==> src/shared/sadc_pkg.sv <==
package sadc_pkg;

    // ==========================================================
    // frame layout
    // ==========================================================
    localparam int unsigned FRAME_BITS   = 16;
    localparam int unsigned RESULT_BITS  = 12;
    localparam int unsigned LEAD_ZEROS   = 4;
    localparam logic [4:0]  CNT_TRACK    = 5'h0E; // 14th falling edge
    localparam logic [4:0]  CNT_LAST     = 5'h0F; // 15th falling edge
    localparam logic [4:0]  CNT_FULL     = 5'h10; // 16th falling edge
    localparam logic [4:0]  CNT_PD_LO    = 5'h04; // after 4th edge
    localparam logic [4:0]  CNT_PD_HI    = 5'h0B; // 11th edge

    // ==========================================================
    // timing at 250 MHz
    // ==========================================================
    localparam int unsigned CLK_PERIOD_PS = 4000;
    localparam int unsigned T_CONV_PS     = 3300000; // 3.3 us max
    localparam int unsigned CONV_CYCLES   = T_CONV_PS / CLK_PERIOD_PS;
    localparam logic [11:0] CONV_CNT      = 12'(CONV_CYCLES);
    localparam logic [11:0] SYNC_LAT      = 12'h003; // pin edge to timer load
    localparam int unsigned T_QUIET_PS    = 100000; // 0.1 us
    localparam int unsigned QUIET_CYCLES  =
        (T_QUIET_PS + CLK_PERIOD_PS - 1) / CLK_PERIOD_PS;
    localparam logic [7:0]  SCLK_HALF     = 8'h10; // host divider half
    localparam logic [11:0] RESET_RESULT  = 12'h000;

    typedef enum logic {
        SADC_MODE_INT,
        SADC_MODE_EXT
    } sadc_mode_t;

endpackage

==> src/shared/sadc_if.sv <==
`timescale 1ns/100ps
`default_nettype none
interface sadc_if;
    logic sclk;               // serial clock, host driven
    logic conversion_start_n; // start strobe / chip select, host driven
    logic sdo;                // serial_result_out data
    logic sdo_oe;             // serial_result_out enable

    modport device (
        input  sclk,
        input  conversion_start_n,
        output sdo,
        output sdo_oe
    );
    modport host (
        output sclk,
        output conversion_start_n,
        input  sdo,
        input  sdo_oe
    );
endinterface
`default_nettype wire

==> src/core/sadc_sync.sv <==
`timescale 1ns/100ps
`default_nettype none
module sadc_sync #(
    parameter logic RESET_LVL = 1'b0
) (
    input  wire logic clk_i,
    input  wire logic arst_n_i,
    input  wire logic d_i,
    output logic      q_o
);
    logic meta_r;

    always_ff @(posedge clk_i or negedge arst_n_i) begin
        if (!arst_n_i) begin
            meta_r <= RESET_LVL;
            q_o    <= RESET_LVL;
        end else begin
            meta_r <= d_i;
            q_o    <= meta_r;
        end
    end
endmodule
`default_nettype wire

==> src/core/sadc_device.sv <==
// Summary of operation
// - ext mode: hold at select fall, track at 14th
// - host allows acquisition time before next sample
// - int mode: start fall holds and converts
// - int conversion ends in 3.3 us, loads result
// - int conversion end returns to track
// - host supplies sixteen clocks per read
// - after sixteen clocks reset shifter, release output
// - extra clocks restart shifting, output stays driven in int mode; ext releases it at each 16th fall
// - start fall resets shifter if clock low
// - host read must not span start fall
// - host keeps clock low during conversion
// - bits change on falls, first on rise in int mode, on select fall in ext
// - four zeros then 12-bit result, msb first
// - lsb valid at 16th fall, then release
// - reads may be split, position kept
// - host returns clock low after read
// - host waits quiet time before next start
// - power-up in internal clock mode
// - edge count selects the output bit
// - ext: select fall converts, early rise aborts
// - clock edge with select low during int conversion enters ext
// - ext: rise between edges 4 and 11 powers down
// - wake needs select low past 11th edge
`timescale 1ns/100ps
`default_nettype none
module sadc_device
    import sadc_pkg::*;
(
    input  wire logic        clk_i,
    input  wire logic        arst_n_i,
    sadc_if.device           link,
    input  wire logic [11:0] sample_i,
    output logic             hold_o,
    output logic             conv_done_o,
    output logic             ext_mode_o,
    output logic             power_down_o,
    output logic [11:0]      result_o
);
    import sadc_pkg::*;

    // ==========================================================
    // input sampling
    // ==========================================================
    logic sclk_s;
    logic cs_s;
    logic sclk_d_r;
    logic cs_d_r;
    logic sclk_rise;
    logic sclk_fall;
    logic cs_fall;
    logic cs_rise;

    sadc_sync u_sync_sclk (
        .clk_i    (clk_i),
        .arst_n_i (arst_n_i),
        .d_i      (link.sclk),
        .q_o      (sclk_s)
    );
    sadc_sync #(.RESET_LVL(1'b1)) u_sync_cs (
        .clk_i    (clk_i),
        .arst_n_i (arst_n_i),
        .d_i      (link.conversion_start_n),
        .q_o      (cs_s)
    );

    always_ff @(posedge clk_i or negedge arst_n_i) begin
        if (!arst_n_i) begin
            sclk_d_r <= 1'b0;
            cs_d_r   <= 1'b1;
        end else begin
            sclk_d_r <= sclk_s;
            cs_d_r   <= cs_s;
        end
    end

    assign sclk_rise = sclk_s & ~sclk_d_r;
    assign sclk_fall = ~sclk_s & sclk_d_r;
    assign cs_fall   = ~cs_s & cs_d_r;
    assign cs_rise   = cs_s & ~cs_d_r;

    // ==========================================================
    // mode, conversion timer, power state
    // ==========================================================
    sadc_mode_t  mode_r;
    logic [11:0] conv_cnt_r;
    logic        converting_r;
    logic        edges_in_cs_r;
    logic        waking_r;
    logic [4:0]  bit_cnt_r;
    logic [11:0] out_reg_r;
    logic        ext_frame;

    assign ext_frame = (mode_r == SADC_MODE_EXT) & ~cs_s;

    always_ff @(posedge clk_i or negedge arst_n_i) begin
        if (!arst_n_i) begin
            mode_r <= SADC_MODE_INT;
        end else if (mode_r == SADC_MODE_INT) begin
            if (converting_r && !cs_s && (sclk_rise || sclk_fall)) begin
                mode_r <= SADC_MODE_EXT;
            end
        end else if (cs_rise && !edges_in_cs_r) begin
            mode_r <= SADC_MODE_INT;
        end
    end

    // clock edges seen while select is low, for the mode return
    always_ff @(posedge clk_i or negedge arst_n_i) begin
        if (!arst_n_i) begin
            edges_in_cs_r <= 1'b0;
        end else if (cs_fall) begin
            edges_in_cs_r <= 1'b0;
        end else if (!cs_s && (sclk_rise || sclk_fall)) begin
            edges_in_cs_r <= 1'b1;
        end
    end

    // internal oscillator stand-in: fixed cycle count
    always_ff @(posedge clk_i or negedge arst_n_i) begin
        if (!arst_n_i) begin
            converting_r <= 1'b0;
            conv_cnt_r   <= 12'h000;
            conv_done_o  <= 1'b0;
        end else begin
            conv_done_o <= 1'b0;
            if (mode_r == SADC_MODE_EXT) begin
                converting_r <= 1'b0; // glitch aborts int conversion
            end else if (cs_fall) begin
                converting_r <= 1'b1;
                conv_cnt_r   <= CONV_CNT - SYNC_LAT; // keeps pin-to-done in max
            end else if (converting_r) begin
                if (conv_cnt_r == 12'h001) begin
                    converting_r <= 1'b0;
                    conv_done_o  <= 1'b1;
                end else begin
                    conv_cnt_r <= conv_cnt_r - 12'h001;
                end
            end
        end
    end

    always_ff @(posedge clk_i or negedge arst_n_i) begin
        if (!arst_n_i) begin
            power_down_o <= 1'b0;
            waking_r     <= 1'b0;
        end else if (ext_frame && cs_fall) begin
            waking_r <= power_down_o;
        end else if (mode_r == SADC_MODE_EXT && cs_rise) begin
            if (waking_r) begin
                power_down_o <= (bit_cnt_r < CNT_PD_HI);
            end else if (bit_cnt_r >= CNT_PD_LO && bit_cnt_r < CNT_PD_HI) begin
                power_down_o <= 1'b1;
            end
            waking_r <= 1'b0;
        end else if (waking_r && bit_cnt_r >= CNT_FULL) begin
            power_down_o <= 1'b0;
            waking_r     <= 1'b0;
        end
    end

    // ==========================================================
    // track/hold
    // ==========================================================
    always_ff @(posedge clk_i or negedge arst_n_i) begin
        if (!arst_n_i) begin
            hold_o <= 1'b0;
        end else if (mode_r == SADC_MODE_INT) begin
            if (cs_fall) begin
                hold_o <= 1'b1;
            end else if (converting_r && conv_cnt_r == 12'h001) begin
                hold_o <= 1'b0;
            end
        end else if (cs_fall) begin
            hold_o <= 1'b1;
        end else if (cs_rise) begin
            hold_o <= 1'b0;
        end else if (ext_frame && sclk_fall
                     && bit_cnt_r == CNT_TRACK - 5'h01) begin
            hold_o <= 1'b0;
        end
    end

    // ==========================================================
    // result register and serial shifter
    // ==========================================================
    always_ff @(posedge clk_i or negedge arst_n_i) begin
        if (!arst_n_i) begin
            out_reg_r <= RESET_RESULT;
        end else if (mode_r == SADC_MODE_INT && converting_r
                     && conv_cnt_r == 12'h001) begin
            out_reg_r <= sample_i;
        end else if (ext_frame && cs_fall) begin
            out_reg_r <= sample_i; // ext result sampled at hold
        end
    end

    assign result_o = out_reg_r;

    // count of falling edges in the frame; a fall at 16 wraps to 1
    always_ff @(posedge clk_i or negedge arst_n_i) begin
        if (!arst_n_i) begin
            bit_cnt_r <= 5'h00;
        end else if (cs_fall && !sclk_s) begin
            bit_cnt_r <= 5'h00;
        end else if (mode_r == SADC_MODE_EXT && cs_s) begin
            bit_cnt_r <= 5'h00;
        end else if (sclk_fall) begin
            if (bit_cnt_r == CNT_FULL) begin
                bit_cnt_r <= 5'h01;
            end else begin
                bit_cnt_r <= bit_cnt_r + 5'h01;
            end
        end
    end

    // bit index into 16-bit frame; zeros first then msb..lsb
    logic [3:0] idx;
    logic       frame_bit;

    assign idx = bit_cnt_r[3:0];

    always_comb begin
        if (idx < 4'(LEAD_ZEROS)) begin
            frame_bit = 1'b0;
        end else begin
            frame_bit = out_reg_r[4'(FRAME_BITS - 1) - idx];
        end
    end

    logic sdo_r;
    logic oe_r;
    logic wrapped_r;

    always_ff @(posedge clk_i or negedge arst_n_i) begin
        if (!arst_n_i) begin
            wrapped_r <= 1'b0;
        end else if (cs_fall) begin
            wrapped_r <= 1'b0;
        end else if (sclk_fall && bit_cnt_r == CNT_FULL) begin
            wrapped_r <= 1'b1;
        end
    end

    always_ff @(posedge clk_i or negedge arst_n_i) begin
        if (!arst_n_i) begin
            oe_r  <= 1'b0;
            sdo_r <= 1'b0;
        end else begin
            sdo_r <= frame_bit;
            if (mode_r == SADC_MODE_EXT) begin
                oe_r <= ~cs_s && (bit_cnt_r < CNT_FULL) && ~cs_fall;
                if (cs_fall) begin
                    oe_r <= 1'b1; // first zero on select fall
                end
            end else if (cs_fall) begin
                oe_r <= 1'b0;
            end else if (sclk_rise && (bit_cnt_r == 5'h00
                                       || bit_cnt_r == CNT_FULL)) begin
                oe_r <= 1'b1;
            end else if (sclk_fall && bit_cnt_r == CNT_LAST) begin
                oe_r <= wrapped_r;
            end else if (sclk_fall && bit_cnt_r == CNT_FULL) begin
                oe_r <= 1'b1;
            end
        end
    end

    assign link.sdo    = sdo_r;
    assign link.sdo_oe = oe_r;
    assign ext_mode_o  = (mode_r == SADC_MODE_EXT);

endmodule
`default_nettype wire

==> src/flat_wrapper.sv <==
// flat-port wrapper written by rule: the top's interface ports become plain ports
module sadc_device_flat import sadc_pkg::*;
  (clk_i, arst_n_i, sample_i, hold_o, conv_done_o, ext_mode_o, power_down_o, result_o, link_sclk, link_conversion_start_n, link_sdo, link_sdo_oe);
  sadc_if link_i ();
  input  wire logic clk_i;
  input  wire logic arst_n_i;
  input  wire logic [11:0] sample_i;
  output logic hold_o;
  output logic conv_done_o;
  output logic ext_mode_o;
  output logic power_down_o;
  output logic [11:0] result_o;
  input wire logic [$bits(link_i.sclk)-1:0] link_sclk;
  input wire logic [$bits(link_i.conversion_start_n)-1:0] link_conversion_start_n;
  output wire logic [$bits(link_i.sdo)-1:0] link_sdo;
  output wire logic [$bits(link_i.sdo_oe)-1:0] link_sdo_oe;
  assign link_i.sclk = link_sclk;
  assign link_i.conversion_start_n = link_conversion_start_n;
  assign link_sdo = link_i.sdo;
  assign link_sdo_oe = link_i.sdo_oe;
  sadc_device u_core (.clk_i(clk_i), .arst_n_i(arst_n_i), .link(link_i), .sample_i(sample_i), .hold_o(hold_o), .conv_done_o(conv_done_o), .ext_mode_o(ext_mode_o), .power_down_o(power_down_o), .result_o(result_o));
endmodule
==> config.mk <==
export PLATFORM = sky130hd
export DESIGN_NAME = sadc_device_flat
export DESIGN_NICKNAME = d
export VERILOG_FILES = /design/src/shared/sadc_pkg.sv /design/src/shared/sadc_if.sv /design/src/core/sadc_sync.sv /design/src/core/sadc_device.sv /design/src/flat_wrapper.sv
export SDC_FILE = /design/constraint.sdc
export NUM_CORES = 1
export LEC_CHECK = 0
export BUFFER_PORTS_ARGS = -buffer_cell sky130_fd_sc_hd__buf_4
export CAP_MARGIN = 20
export CORE_MARGIN = 3
export CORE_UTILIZATION = 60
export CTS_BUF_LIST = sky130_fd_sc_hd__clkbuf_8 sky130_fd_sc_hd__clkbuf_16
export DETAILED_ROUTE_END_ITERATION = 8
export PLACE_DENSITY = 0.83
export SETUP_SLACK_MARGIN = 0.3
export SYNTH_ARGS = -nofsm -noshare
export SYNTH_HDL_FRONTEND = slang
export SYNTH_SLANG_ARGS = --single-unit
==> constraint.sdc <==
create_clock -name clk_i -period 6.6 [get_ports clk_i]
set_input_delay 0 -clock clk_i [delete_from_list [all_inputs] [get_ports clk_i]]
set_output_delay 0 -clock clk_i [all_outputs]
set_load 0.01 [all_outputs]
==> metrics.md <==
| Metric | Value |
|---|---|
| Antenna Nets Post-Route | 0 |
| FMAX | 373 MHz |
| Nature of the critical path startpoint | flop |
| Drt wl/cell | 17.1 um |
| Global Route Usage Sum | 26.5% |
| Total Wirelength | 5190 um |
| Global-route wire length before repair | 8930 um |
| Outcome | finished, final reports clean |
| Yosys warns | 0 |
| Max Slew Vio Count | 0 |
| Initial antenna violation count | 0 |
| Post-synthesis async set-or-reset flop share | 100% |
| WP data required | 6.79 ns |
| Largest net degree at the start of global routing | 46 |
| Iter 0 DRT Violations | 148 |
| # Max-Cap Violations | 0 |
| PostCTS Resize Cnt | 0 |
| Area growth from synthesis to layout | 24.3% |
| Via/cell ratio | 5.89 |
| Setup Fix Bufs, Post-CTS | 0 |
| Final hold vios | 0 |
| Sequential share of the synthesized area | 49.9% |
| Slew HR | 51.0% |
| Crit path kind | reg -> reg |
| First-pass DRT Iterations | 4 |
| Dpl hpwl | 3350 um |
| Ports | 34 |
| Final count of negative-setup-slack endpoints | 0 |
| Core Rows | 21 |
| Clk_skew | 0.00901 ns |
| DIE HEIGHT | 67.4 um |
| VDD IR max | 0.200 mV |
| Path category of the worst min-delay check | in -> async |
| RSZ-0062 raised after global routing | false |
| Setup crit end kind | flop |
| Root buf cell | clkbuf_8 |
| Mapped Cells | 212 |
| Worst flop-to-flop path startpoint | u_core.conv_cnt_r[8] |
| Synthesized cell area | 2260 um2 |
| Commonest non-fill, non-tap cell in the layout | dfrtp_1 |
| Worst skew pair latency | 0.30 ns |
| Number of flops mapped to enable cells by yosys | 0 |
| Met3 WL | 266 um |
| Num CTS Buffers | 5 |
| Post-synthesis area per instance | 10.7 um2 |
| Leakage power | 0.00122 uW |
| GP Congestion | 0.910 |
| Yosys cell types | 45 |
| CTS tree | built |
| PortBufs | 33 |
| Power density over the cells | 314 nW/um2 |
| Period utilisation layout | 40.6% |
| CP Data Arrival Time | 2.87 ns |
| Final nets | 280 |
| Tightest Pin Transition | 0.728 ns |
| Met1 WL | 2220 um |
| Syn nets | 236 |
| Crit Path Max Fanout | 12 |
| Grt ovf | 0 |
| Setup crit start | u_core.conv_cnt_r[8] |
| Core area | 3490 um2 |
| Clock buffer depth | 2 |
| CTS Sinks | 45 |
| Tot Pwr | 884 uW |
| Ant diodes | 0 |
| #FFs+latches synth | 45 |
| Share of cells above drive strength 1 | 26.5% |
| Tmin final | 2.68 ns |
| Die Wd | 67.4 um |
| Main synth FF type | dfrtp_1 |
| TNS Setup | 0 ns |
| Cts hold-fix bufs | 15 |
| Most frequent cells in the layout | dfrtp_1 (42), buf_4 (33), nor2_1 (15), dlygate4sd3_1 (15), a21oi_1 (14) |
| Full die area | 4540 um2 |
| Vias in the first global route | 1871 |
| Total number of vias | 1786 |
| Initial Utilization | 64.7% |
| Clk pin slew, worst setup/hold paths | 0.09 ns |
| H-Tree Depth | 2 |
| DRC | 0 |
| Top sig layer | met4 |
| Met2 wire len | 2640 um |
[routing by layer]
metal  vias up  track usage (%)
li1        848                -
met2        67             45.9
met5         -                0
met4         0             9.37
met3         9             3.83
met1       862             34.0
[Yosys cell counts, drive strengths merged (2+ instances only)]
cell / number / area (um2)
buf: 3 / 20.0
a311oi: 2 / 17.5
nand3: 5 / 25.0
nor2: 15 / 56.3
ha: 8 / 100
or4: 5 / 45.0
a2bb2oi: 2 / 17.5
a21o: 2 / 15.0
o31ai: 5 / 51.3
mux2: 13 / 146
clkbuf: 9 / 33.8
inv: 10 / 37.5
dfstp: 3 / 78.8
dfrtp: 42 / 1050
a31oi: 3 / 18.8
and3: 2 / 12.5
nand2: 12 / 45.0
a21oi: 14 / 70.1
and2: 2 / 12.5
nor4b: 2 / 17.5
o21ai: 11 / 55.1
or3: 7 / 43.8
o211ai: 2 / 15.0
o22ai: 2 / 12.5
mux4: 3 / 67.6
a22o: 2 / 17.5
nor3: 3 / 15.0
nand4: 2 / 12.5
nor2b: 5 / 31.3
nand2b: 5 / 31.3
[power breakdown]
part           internal [uW]  switching (uW)
Sequential               331            64.1
Combinational            138             105
Clock                    150            94.9
Total                    620             264
[worst paths after layout]
| kind | endpoint | slack, ns | cells after the start |
|---|---|---|---|
| setup / recovery | u_core.result_o[10] | 3.92 | 4 |
| hold / removal | u_core.result_o[7] | 0.24 | 2 |
| setup reg to reg | u_core.result_o[10] | 3.92 | 4 |
| hold reg to reg | u_core.u_sync_sclk.q_o | 0.35 | 0 |
| max in group asynchronous | u_core.u_sync_cs.meta_r | 5.98 | 2 |
| min in group clk_i | u_core.u_sync_cs.meta_r | 0.35 | 2 |
[metrics by stage]
stage | setup WS [ns] | hold slack [ns] | cells | utilization [%] | cell area [um2]
3_3_place_gp | 4.02 | 0.0254 | 279 | 72.1 | 2520
2_1_floorplan | 4.26 | -0.296 | 212 | - | 2260
6_report | 3.92 | 0.237 | 303 | 80.5 | 2810
4_1_cts | 3.93 | 0.243 | 302 | 80.3 | 2810
5_1_grt | 3.84 | 0.272 | 303 | 80.5 | 2810
3_5_place_dp | 3.95 | 0.0229 | 279 | 72.1 | 2520
[logic make-up (layout without fill, tap and decap cells)]
family          after synthesis  after routing  share of synthesized area [%]
compound gates               49             49                           14.3
xor+xnor                      2              2                          0.774
fa+ha+maj                     8              8                           4.42
buf+inv                      22             67                           4.04
flops                        45             45                           49.9
mux                          16             16                           9.46
simple gates                 70             70                           17.0
[final cells by class]
type                    count  area, um2
clock inverters             3       65.1
inverters                  10       37.5
fillers                   213        682
repair buffers             49        405
flip-flops and latches     45       1130
clock buffers               5       68.8
well taps                  46       57.6
multi-input cells         145       1050
[worst max-delay path, stage by stage (launching register included)]
cell and delay, ns:
dfrtp_1 0.44, or4_4 0.57, or4_4 0.57, o31ai_4 0.56
mux2_2 0.42
Note: power is estimated with default switching activity, not from simulation.
